File: src/rtl/mss_pkg.sv
// shared constants for the motion sensor serial port link
package mss_pkg;

    // core clock period of both ends
    localparam int CLK_NS = 100;

    // minimums round up, maximums down, never below one cycle
    function automatic int cyc_up(input longint t_ns);
        longint c;
        c = (t_ns + CLK_NS - 1) / CLK_NS;
        return (c < 1) ? 1 : int'(c);
    endfunction

    function automatic int cyc_dn(input longint t_ns);
        longint c;
        c = t_ns / CLK_NS;
        return (c < 1) ? 1 : int'(c);
    endfunction

    // link timing, each in its own unit
    localparam int F_SCLK_MAX_MHZ    = 2;
    localparam int T_NCS_SCLK_NS     = 120;
    localparam int T_SWW_US          = 120;
    localparam int T_SRW_US          = 20;
    localparam int T_SRAD_US         = 100;
    localparam int T_BEXIT_NS        = 500;
    localparam int T_HOLD_WR_US      = 20;
    localparam int T_HOLD_RD_NS      = 120;
    localparam int T_MOT_RST_MS      = 30;
    localparam int T_STDWN_MS        = 500;
    localparam int T_REST_S          = 1;

    // derived cycle counts
    localparam int SCLK_HALF_CYC = cyc_up(longint'(1000 / F_SCLK_MAX_MHZ) / 2);
    localparam int NCS_SCLK_CYC  = cyc_up(T_NCS_SCLK_NS);
    localparam int SWW_CYC       = cyc_up(longint'(T_SWW_US) * 1000);
    localparam int SRW_CYC       = cyc_up(longint'(T_SRW_US) * 1000);
    localparam int SRAD_CYC      = cyc_up(longint'(T_SRAD_US) * 1000);
    localparam int BEXIT_CYC     = cyc_up(T_BEXIT_NS);
    localparam int HOLD_WR_CYC   = cyc_up(longint'(T_HOLD_WR_US) * 1000);
    localparam int HOLD_RD_CYC   = cyc_up(T_HOLD_RD_NS);
    localparam int MOT_RST_CYC   = cyc_up(longint'(T_MOT_RST_MS) * 1000000);
    localparam int STDWN_CYC     = cyc_dn(longint'(T_STDWN_MS) * 1000000);
    localparam int REST_CYC      = cyc_dn(longint'(T_REST_S) * 1000000000);

    // host gap timer width
    localparam int HOST_TW = 11;

    // frame layout
    localparam int WR_DIR_BIT    = 7;
    localparam int BYTE_BITS     = 8;

endpackage

File: src/rtl/mss_link_if.sv
// four-wire serial link between host and sensor port
`timescale 1ns/1ps
`default_nettype none
interface mss_link_if;
    logic sclk;
    logic port_select_n;
    logic mosi;
    logic miso;
    logic miso_oe;

    modport host (
        output sclk,
        output port_select_n,
        output mosi,
        input  miso,
        input  miso_oe
    );

    modport dev (
        input  sclk,
        input  port_select_n,
        input  mosi,
        output miso,
        output miso_oe
    );
endinterface
`default_nettype wire

File: src/rtl/mss_host.sv
// host end of the serial port: clock divider, framing and every link gap
//
// Functional notes
// host clock at most 2 MHz, even duty
// 120 us between consecutive write data bytes
// 120 us from write to read address
// 20 us after read before next command
// 100 us from address to read data
// 500 ns select high after burst
// select held 20 us after write
// select held 120 ns after read
// sensor drives data after falling clock edge
// sensor releases data after select high
// motion invalid 30 ms after soft reset
// reset on wake, motion invalid 30 ms
// shutdown reaches low current within 500 ms
// forced rest reaches low current within 1 s
// motion resumes within 1 s of rest exit
// write is address byte then data byte
// sensor samples data on rising edges
// select high aborts and clears the port
// select raised after burst ends burst
// host counts every gap in own cycles
`timescale 1ns/1ps
`default_nettype none
module mss_host #(
    parameter int         MOT_RST_CYC     = mss_pkg::MOT_RST_CYC,
    parameter logic [6:0] SOFT_RESET_ADDR = 7'h7F
) (
    // core clock and reset
    input  wire logic       i_clk,
    input  wire logic       i_rst_n,
    // command port
    input  wire logic       i_cmd_valid,
    input  wire logic       i_cmd_write,
    input  wire logic [6:0] i_cmd_addr,
    input  wire logic [7:0] i_cmd_data,
    input  wire logic [3:0] i_cmd_nbytes,
    output logic            o_cmd_ready,
    // read answers
    output logic            o_rd_valid,
    output logic [7:0]      o_rd_data,
    // motion data status
    output logic            o_motion_ok,
    // link
    mss_link_if.host        lnk
);

    localparam int TW = mss_pkg::HOST_TW;

    if (MOT_RST_CYC < 1 || MOT_RST_CYC >= (1 << 24)) begin : g_chk_mot
        $error("mss_host: MOT_RST_CYC out of range");
    end
    if (mss_pkg::SWW_CYC >= (1 << TW) || mss_pkg::SRAD_CYC >= (1 << TW)) begin : g_chk_tw
        $error("mss_host: gap timer too narrow");
    end
    if (mss_pkg::SCLK_HALF_CYC < 1 || mss_pkg::SCLK_HALF_CYC > 3) begin : g_chk_half
        $error("mss_host: clock half period out of range");
    end

    typedef enum logic [2:0] {
        HS_IDLE,
        HS_SETUP,
        HS_SHIFT,
        HS_ADDR_GAP,
        HS_HOLD,
        HS_GAP
    } mss_hs_t;

    ////////////////////////////////////////////////////////////////////////////
    // returned data crosses domains: two flops

    logic miso_m_ff;
    logic miso_s_ff;

    always_ff @(posedge i_clk or negedge i_rst_n) begin
        if (!i_rst_n) begin
            miso_m_ff <= 1'b0;
            miso_s_ff <= 1'b0;
        end else begin
            miso_m_ff <= lnk.miso;
            miso_s_ff <= miso_m_ff;
        end
    end

    ////////////////////////////////////////////////////////////////////////////
    // transaction sequencer

    mss_hs_t       st_ff;
    logic [TW-1:0] tmr_ff;
    logic [1:0]    half_ff;
    logic          sclk_ff;
    logic          ncs_ff;
    logic          mosi_ff;
    logic [7:0]    tx_ff;
    logic [7:0]    rx_ff;
    logic [2:0]    bit_ff;
    logic          data_ph_ff;
    logic          wr_ff;
    logic [7:0]    wdata_ff;
    logic [3:0]    left_ff;
    logic          burst_ff;
    logic [TW-1:0] gap_after_hold;
    logic [7:0]    rx_next;

    assign rx_next = {rx_ff[6:0], miso_s_ff};

    // gap after select high; for writes the hold counts toward it
    always_comb begin
        if (wr_ff) begin
            gap_after_hold = TW'(mss_pkg::SWW_CYC - mss_pkg::HOLD_WR_CYC);
        end else if (burst_ff && mss_pkg::BEXIT_CYC > mss_pkg::SRW_CYC) begin
            gap_after_hold = TW'(mss_pkg::BEXIT_CYC);
        end else begin
            gap_after_hold = TW'(mss_pkg::SRW_CYC);
        end
    end

    always_ff @(posedge i_clk or negedge i_rst_n) begin
        if (!i_rst_n) begin
            st_ff       <= HS_IDLE;
            tmr_ff      <= '0;
            half_ff     <= 2'h0;
            sclk_ff     <= 1'b1;
            ncs_ff      <= 1'b1;
            mosi_ff     <= 1'b0;
            tx_ff       <= 8'h00;
            rx_ff       <= 8'h00;
            bit_ff      <= 3'h0;
            data_ph_ff  <= 1'b0;
            wr_ff       <= 1'b0;
            wdata_ff    <= 8'h00;
            left_ff     <= 4'h0;
            burst_ff    <= 1'b0;
            o_cmd_ready <= 1'b1;
            o_rd_valid  <= 1'b0;
            o_rd_data   <= 8'h00;
        end else begin
            o_rd_valid <= 1'b0;
            unique case (st_ff)
                HS_IDLE: begin
                    if (i_cmd_valid) begin
                        o_cmd_ready <= 1'b0;
                        ncs_ff      <= 1'b0;
                        wr_ff       <= i_cmd_write;
                        wdata_ff    <= i_cmd_data;
                        tx_ff       <= {i_cmd_write, i_cmd_addr};
                        left_ff     <= (i_cmd_nbytes == 4'h0) ? 4'h1 : i_cmd_nbytes;
                        burst_ff    <= !i_cmd_write && i_cmd_nbytes > 4'h1;
                        data_ph_ff  <= 1'b0;
                        bit_ff      <= 3'h0;
                        tmr_ff      <= TW'(mss_pkg::NCS_SCLK_CYC);
                        st_ff       <= HS_SETUP;
                    end
                end
                HS_SETUP: begin
                    if (tmr_ff == TW'(1)) begin
                        st_ff   <= HS_SHIFT;
                        sclk_ff <= 1'b0;
                        mosi_ff <= tx_ff[7];
                        half_ff <= 2'(mss_pkg::SCLK_HALF_CYC);
                    end else begin
                        tmr_ff <= tmr_ff - TW'(1);
                    end
                end
                HS_SHIFT: begin
                    if (half_ff != 2'h1) begin
                        half_ff <= half_ff - 2'h1;
                    end else if (!sclk_ff) begin
                        sclk_ff <= 1'b1;
                        half_ff <= 2'(mss_pkg::SCLK_HALF_CYC);
                    end else begin
                        // end of the high phase: returned bit has settled
                        rx_ff   <= rx_next;
                        half_ff <= 2'(mss_pkg::SCLK_HALF_CYC);
                        bit_ff  <= bit_ff + 3'h1;
                        if (bit_ff != 3'h7) begin
                            sclk_ff <= 1'b0;
                            mosi_ff <= tx_ff[6];
                            tx_ff   <= {tx_ff[6:0], 1'b0};
                        end else if (!data_ph_ff && wr_ff) begin
                            data_ph_ff <= 1'b1;
                            sclk_ff    <= 1'b0;
                            mosi_ff    <= wdata_ff[7];
                            tx_ff      <= wdata_ff;
                        end else if (!data_ph_ff) begin
                            data_ph_ff <= 1'b1;
                            tx_ff      <= 8'h00;
                            tmr_ff     <= TW'(mss_pkg::SRAD_CYC);
                            st_ff      <= HS_ADDR_GAP;
                        end else if (wr_ff) begin
                            tmr_ff <= TW'(mss_pkg::HOLD_WR_CYC);
                            st_ff  <= HS_HOLD;
                        end else begin
                            o_rd_valid <= 1'b1;
                            o_rd_data  <= rx_next;
                            left_ff    <= left_ff - 4'h1;
                            if (left_ff != 4'h1) begin
                                sclk_ff <= 1'b0;
                                mosi_ff <= 1'b0;
                            end else begin
                                tmr_ff <= TW'(mss_pkg::HOLD_RD_CYC);
                                st_ff  <= HS_HOLD;
                            end
                        end
                    end
                end
                HS_ADDR_GAP: begin
                    if (tmr_ff == TW'(1)) begin
                        st_ff   <= HS_SHIFT;
                        sclk_ff <= 1'b0;
                        mosi_ff <= 1'b0;
                    end else begin
                        tmr_ff <= tmr_ff - TW'(1);
                    end
                end
                HS_HOLD: begin
                    if (tmr_ff == TW'(1)) begin
                        ncs_ff <= 1'b1;
                        tmr_ff <= gap_after_hold;
                        st_ff  <= HS_GAP;
                    end else begin
                        tmr_ff <= tmr_ff - TW'(1);
                    end
                end
                HS_GAP: begin
                    if (tmr_ff == TW'(1)) begin
                        o_cmd_ready <= 1'b1;
                        st_ff       <= HS_IDLE;
                    end else begin
                        tmr_ff <= tmr_ff - TW'(1);
                    end
                end
            endcase
        end
    end

    assign lnk.sclk          = sclk_ff;
    assign lnk.port_select_n = ncs_ff;
    assign lnk.mosi          = mosi_ff;

    ////////////////////////////////////////////////////////////////////////////
    // motion settling after a soft reset write, which also ends a wake

    logic [23:0] mot_tmr_ff;

    always_ff @(posedge i_clk or negedge i_rst_n) begin
        if (!i_rst_n) begin
            mot_tmr_ff  <= 24'(MOT_RST_CYC);
            o_motion_ok <= 1'b0;
        end else if (st_ff == HS_IDLE && i_cmd_valid && i_cmd_write
                     && i_cmd_addr == SOFT_RESET_ADDR) begin
            mot_tmr_ff  <= 24'(MOT_RST_CYC);
            o_motion_ok <= 1'b0;
        end else if (mot_tmr_ff != 24'h0) begin
            mot_tmr_ff <= mot_tmr_ff - 24'h1;
        end else begin
            o_motion_ok <= 1'b1;
        end
    end

endmodule
`default_nettype wire

File: src/flat_wrapper.sv
// flat-port wrapper written by rule: the top's interface ports become plain ports
module mss_host_flat 
#(
    parameter int         MOT_RST_CYC     = mss_pkg::MOT_RST_CYC,
    parameter logic [6:0] SOFT_RESET_ADDR = 7'h7F
)
  (i_clk, i_rst_n, i_cmd_valid, i_cmd_write, i_cmd_addr, i_cmd_data, i_cmd_nbytes, o_cmd_ready, o_rd_valid, o_rd_data, o_motion_ok, lnk_sclk, lnk_port_select_n, lnk_mosi, lnk_miso, lnk_miso_oe);
  mss_link_if lnk_i ();
  input  wire logic i_clk;
  input  wire logic i_rst_n;
  input  wire logic i_cmd_valid;
  input  wire logic i_cmd_write;
  input  wire logic [6:0] i_cmd_addr;
  input  wire logic [7:0] i_cmd_data;
  input  wire logic [3:0] i_cmd_nbytes;
  output logic o_cmd_ready;
  output logic o_rd_valid;
  output logic [7:0] o_rd_data;
  output logic o_motion_ok;
  output wire logic [$bits(lnk_i.sclk)-1:0] lnk_sclk;
  output wire logic [$bits(lnk_i.port_select_n)-1:0] lnk_port_select_n;
  output wire logic [$bits(lnk_i.mosi)-1:0] lnk_mosi;
  input wire logic [$bits(lnk_i.miso)-1:0] lnk_miso;
  input wire logic [$bits(lnk_i.miso_oe)-1:0] lnk_miso_oe;
  assign lnk_sclk = lnk_i.sclk;
  assign lnk_port_select_n = lnk_i.port_select_n;
  assign lnk_mosi = lnk_i.mosi;
  assign lnk_i.miso = lnk_miso;
  assign lnk_i.miso_oe = lnk_miso_oe;
  mss_host #(.MOT_RST_CYC(MOT_RST_CYC), .SOFT_RESET_ADDR(SOFT_RESET_ADDR)) u_core (.i_clk(i_clk), .i_rst_n(i_rst_n), .i_cmd_valid(i_cmd_valid), .i_cmd_write(i_cmd_write), .i_cmd_addr(i_cmd_addr), .i_cmd_data(i_cmd_data), .i_cmd_nbytes(i_cmd_nbytes), .o_cmd_ready(o_cmd_ready), .o_rd_valid(o_rd_valid), .o_rd_data(o_rd_data), .o_motion_ok(o_motion_ok), .lnk(lnk_i));
endmodule
File: config.mk
export PLATFORM = sky130hd
export DESIGN_NAME = mss_host_flat
export DESIGN_NICKNAME = d
export VERILOG_FILES = /design/src/rtl/mss_pkg.sv /design/src/rtl/mss_link_if.sv /design/src/rtl/mss_host.sv /design/src/flat_wrapper.sv
export SDC_FILE = /design/constraint.sdc
export NUM_CORES = 1
export LEC_CHECK = 0
export ABC_CLOCK_PERIOD_IN_PS = 4320
export BUFFER_PORTS_ARGS = -buffer_cell sky130_fd_sc_hd__buf_2
export CORE_UTILIZATION = 49
export DETAILED_ROUTE_END_ITERATION = 10
export PLACE_DENSITY = 0.73
export SLEW_MARGIN = 30
export SYNTH_ARGS = -nofsm -noshare
export SYNTH_HDL_FRONTEND = slang
export SYNTH_SLANG_ARGS = --single-unit
File: constraint.sdc
create_clock -name i_clk -period 4.32 [get_ports i_clk]
set_clock_uncertainty 0.2 [all_clocks]
set_input_delay 1.296 -clock i_clk [delete_from_list [all_inputs] [get_ports i_clk]]
set_output_delay 1.296 -clock i_clk [all_outputs]
set_load 0.02 [all_outputs]
==> results of run 1 <==
-- through the flow --
step / utilization, % / hold WS [ps] / setup WS (ps) / std cells
finish: 56.3 / 174 / 1370 / 617
global route: 56.3 / 188 / 1160 / 617
CTS: 56.3 / 174 / 1370 / 617
detailed placement: 54.1 / 149 / 1180 / 601
global placement: 54.0 / 133 / 1180 / 601
floorplan: - / 131 / 1770 / 473
-- worst max-delay path, cell delays in order (launching register included) --
cell,delay (ps)
dfrtp_1,590
or3b_1,770
nor4_4,800
nor2_4,140
nor4_2,240
a211oi_1,70
-- sequential cells by signal, summed over array words and instances (netlist names), 2 cells and up --
signal and count:
u_core.bit_ff 3, u_core.half_ff 2, u_core.left_ff 4, u_core.mot_tmr_ff 24
u_core.o_rd_data 8, u_core.rx_ff 7, u_core.st_ff 3, u_core.tmr_ff 11
u_core.tx_ff 8, u_core.wdata_ff 8
-- power breakdown --
part / leakage, nW / total (W) / switching (W) / internal [W]
clock: 0.100 / 0.000566 / 0.000338 / 0.000227
combinational: 0.997 / 0.0000506 / 0.0000317 / 0.0000189
sequential: 1.06 / 0.000841 / 0.00000720 / 0.000834
-- how the worst max path moves through the flow --
stage                                from                     to
final                     u_core.st_ff[2]      u_core.left_ff[0]
after detailed placement      i_cmd_valid  u_core.mot_tmr_ff[20]
after CTS                 u_core.st_ff[2]      u_core.left_ff[0]
after global placement        i_cmd_valid  u_core.mot_tmr_ff[14]
after floorplan               i_cmd_valid        u_core.tx_ff[5]
after global routing      u_core.st_ff[2]      u_core.left_ff[0]
-- metal layers --
layer  track usage [%]  routed length, um  share of wire [%]
met2              34.7               4490                 48
met1              28.1               4370                 47
met3              3.01                391                4.2
met5                 0                  0                  0
met4              8.27                142                1.5
-- final cells by class --
cell class                 count  area, um^2  share of cell area (%)
multi-input combinational    349        2160                    43.4
tap                          108         135                    2.71
clock inverter                 7        68.8                    1.38
timing repair buffer          41         221                    4.45
inverter                      15        56.3                    1.13
sequential                    88        2220                    44.5
clock buffer                   9         124                    2.49
-- cell families after synthesis --
kind of cell	count (synthesis)	synth area share [%]
adders and majority gates	8	2.21
buffers and inverters	36	3.51
muxes	19	4.67
and+or+nand+nor	199	22.9
DFF	88	48.9
AOI/OAI and AO/OA	109	15.1
xor gates and xnor gates	14	2.71
-- placed cells by master, fill, tap and decap left out, types with 7 or more instances in the layout --
cell type   n
dfrtp_1    77
nand2_1    61
nor2_1     43
buf_2      36
a21oi_1    32
o21ai_0    29
mux2_2     17
nor3_1     16
inv_1      14
xor2_1     13
dfstp_2    11
and3_1     10
or3_1      10
clkbuf_8    9
nand3_1     8
or4_1       8
ha_1        8
nand2b_1    7
nand4_1     7
a31oi_1     7
a221oi_1    7
==> flow_summary.ini, run 1 <==
[status]
status = completed

[clock_tree]
cts.repair.resized = 0
cts_tree = built
hold_buffers = 0
path_clk_slew_ps = 100
cts_max_level = 3
clock_latency_ps = 370
cts_root_buffer = clkbuf_8
numCtsBuffers = 9
cts.sinks = 88
cts_buffer_depth = 2
postCtsSetupBuffers = 0

[detailed_routing]
wl_per_cell_um = 15.2
vias = 3662
dr.first_iter.drc_count = 260
ant_nets = 0
vias_per_cell = 5.94
wl_mm = 9.39
drt_pre_antenna_iters = 5
drc = 0

[setup_path]
worstPathRequired_ps = 4380
cp_max_fo = 19
end_kind = flip-flop
r2r_cells = 5
timing.rr.end = u_core.left_ff[0]
crit_type = flip-flop to flip-flop
reg2reg_slack_ps = 1370
worstReg2RegStart = u_core.st_ff[2]
arrival_ps = 3000
start_kind = flip-flop

[floorplanning]
ioPinCount = 39
core_area_um2 = 8850
die_w_um = 98.1
dieArea_um2 = 9630
die_h_um = 98.1
floorplan.initialDensity_pct = 51.2
std_cell_rows = 34

[place]
gp_congestion = 0.922
port_buffers = 37
place_area_um2 = 4790
detailed_place_hpwl_mm = 6.33

[global_route]
grt_max_degree = 86
antenna_found_initial = 0
track_usage_pct = 21.0
grt_pass1_wl_mm = 16.3
grt_pass1_vias = 3549
overflow = 0

[final_layout]
drive_gt1_share_pct = 19.1
stdcell_area_um2 = 4980
syn_to_final_growth_pct = 9.97
fin_nets = 537
nFillCells = 794
n_antenna_cell = 0

[logic_synthesis]
synthFlopType = dfrtp_1
netlist_area_um2 = 4530
synthTopCellsByCount = 77 x dfrtp_1, 61 x nand2_1, 43 x nor2_1, 32 x a21oi_1, 29 x o21ai_0
ys_types = 57
syn-num-nets = 506
synth.most_common_cell = dfrtp_1
synth_top_area_share_pct = 42.5
synthTopCellsByArea = dfrtp_1 43%, dfstp_2 6.4%, nand2_1 5.1%
yosys_warnings = 0
synth-async-reset-ratio_pct = 100
synth-seq-cells = 88
yosysSeqAreaShare_pct = 48.9
syn-instance-count = 473
synth_top_area_cell = dfrtp_1
syn_area_per_cell_um2 = 9.58
synth_edf_count = 0

[power]
vdd.ir_drop.worst_mv = 0.226
p_leak_nw = 2.15
power.total_w = 0.00146
pwr_density_cell_nw_per_um2 = 293

[job]
maxCapViolations = 0

[sta]
layout_min_cycle_time_ps = 2950
hold_viol = 0
finalSetupViolCount = 0
fmax_mhz = 340
timing.final.max_slew_violations = 0
rsz0062_at_grt = false
tns_ps = 0
fin_crit_sh_pct = 68.2
tightest_slew_ps = 823
slew-limit-headroom_pct = 44.7

[worst_hold_path]
hold_path_class = flip-flop to flip-flop
hp-start = u_core.miso_m_ff
whs_path_depth = 0
worstHoldEndpoint = u_core.miso_s_ff
No activity file was read; power rests on OpenSTA's default activity.
==> inputs of run 2 (changes only) <==
- ABC_CLOCK_PERIOD_IN_PS: 4320 -> 3050
- clock period: 4.32 -> 3.05 ns (I/O delays scaled with it)
==> run 2 against run 1 <==
Compared with the run above:
- fmax grew 10%
- sequential power grew 41%
- register-to-register slack lost 990 ps
- power grew 44%
- die area is the same
- routed wire length grew 2.2%
- combinational power grew 46%
- critical path depth grew 2
- final cell count grew 1.8%
- critical endpoint is now u_core.tmr_ff[4]
==> flow_summary.ini, run 2 (synthesis results as in run 1) <==
[status]
status = completed

[global_route]
track_usage_pct = 22.1
antenna_found_initial = 0
grt_max_degree = 55
overflow = 0
grt_pass1_vias = 3735
grt_pass1_wl_mm = 17.2

[clock_tree]
cts_root_buffer = clkbuf_8
hold_buffers = 0
cts_max_level = 3
cts_tree = built
cts.repair.resized = 0
cts_buffer_depth = 2
cts.sinks = 88
numCtsBuffers = 9
path_clk_slew_ps = 90
postCtsSetupBuffers = 0
clock_latency_ps = 360

[floorplanning]
floorplan.initialDensity_pct = 51.2
dieArea_um2 = 9630
ioPinCount = 39
core_area_um2 = 8850
die_w_um = 98.1
die_h_um = 98.1
std_cell_rows = 34

[detailed_routing]
met3_length_um = 474
wl_mm = 9.59
vias = 3691
vias_per_cell = 5.88
wl_per_cell_um = 15.3
drc = 0
top_layer = met4
met2_wirelength_mm = 4.61
dr.first_iter.drc_count = 278
wl_met1_mm = 4.43
ant_nets = 0
drt_pre_antenna_iters = 5

[setup_path]
crit_path_cell_trace = inv_1 > ha_1 > nor3b_1 > o211ai_1 > o311a_1 > or4_1 > a21oi_1
end_kind = flip-flop
worst-path-buf-inv = 1
max_stage_delay_ps = 570
arrival_ps = 2760
crit_type = flip-flop to flip-flop
worstPathRequired_ps = 3140
cpLargestDelayFamily = compound AO/OA/AOI/OAI gates
cp_max_fo = 18
start_kind = flip-flop
slowest_stage = or4_1

[sta]
layout_min_cycle_time_ps = 2670
tns_ps = 0
tightest_slew_ps = 637
finalSetupViolCount = 0
rsz0062_at_grt = false
fin_crit_sh_pct = 87.5
timing.final.max_slew_violations = 0
fmax_mhz = 375
hold_viol = 0
slew-limit-headroom_pct = 57.5

[place]
detailed_place_hpwl_mm = 6.76
port_buffers = 37
placed_cells = 612
gp_congestion = 0.868

[final_layout]
largest-register = u_core.mot_tmr_ff
layout_common_cells = 77 x dfrtp_1, 61 x nand2_1, 43 x nor2_1
reg_top3 = u_core.mot_tmr_ff x24, u_core.tmr_ff x11
syn_to_final_growth_pct = 12.1
mostFrequentLayoutCell = dfrtp_1
n_antenna_cell = 0
drive_gt1_share_pct = 20.6
nFillCells = 782
final_cells = 628
fin_nets = 548
largest_register_ffs = 24

[job]
maxCapViolations = 0

[power]
pwr_density_cell_nw_per_um2 = 412
p_leak_nw = 2.22
vdd.ir_drop.worst_mv = 0.327

[worst_hold_path]
hold_path_class = flip-flop to flip-flop
[run 2: final timing paths]
kind,start,to,slack (ps),cells after the start
max reg2reg,u_core.left_ff[1],u_core.tmr_ff[4],380,7
min,u_core.miso_m_ff,u_core.miso_s_ff,160,0
max,u_core.left_ff[1],u_core.tmr_ff[4],380,7
max in group asynchronous,i_rst_n,u_core.lnk.sclk,1660,2
min reg2reg,u_core.miso_m_ff,u_core.miso_s_ff,160,0
min in group asynchronous,i_rst_n,u_core.o_rd_data[4],290,1
[run 2: metal layers]
metal  vias up  global-route usage [%]
met5         -                       0
met4         0                    6.77
met3         7                    5.01
met2       108                    36.6
met1      1794                    29.2
li1       1782                       -
[run 2: through the flow]
stage          setup slack [ps]  instance area [um^2]  utilization (%)  total power, W  hold WS [ps]
4_1_cts                     347                  5080             57.4         0.00212           157
3_3_place_gp                455                  4870             55.1         0.00129           133
2_1_floorplan               830                  4530                -         0.00124           131
6_report                    382                  5080             57.4         0.00209           156
5_1_grt                     220                  5080             57.4         0.00218           172
3_5_place_dp                368                  4870             55.1         0.00129           135
[run 2: power by group]
group          total [W]  internal [W]  switching (W)
logic          0.0000738     0.0000283      0.0000455
registers        0.00119       0.00118      0.0000101
clock network   0.000828      0.000390       0.000438
total            0.00209       0.00160       0.000494
[run 2: final cells by class]
cell class	instances	area, um^2	share of cell area [%]
Sequential cell	88	2220	43.7
Inverter	15	56.3	1.11
Timing Repair Buffer	52	313	6.16
Multi-Input combinational cell	349	2150	42.4
Clock inverter	7	77.6	1.53
Tap cell	108	135	2.66
Clock buffer	9	124	2.44
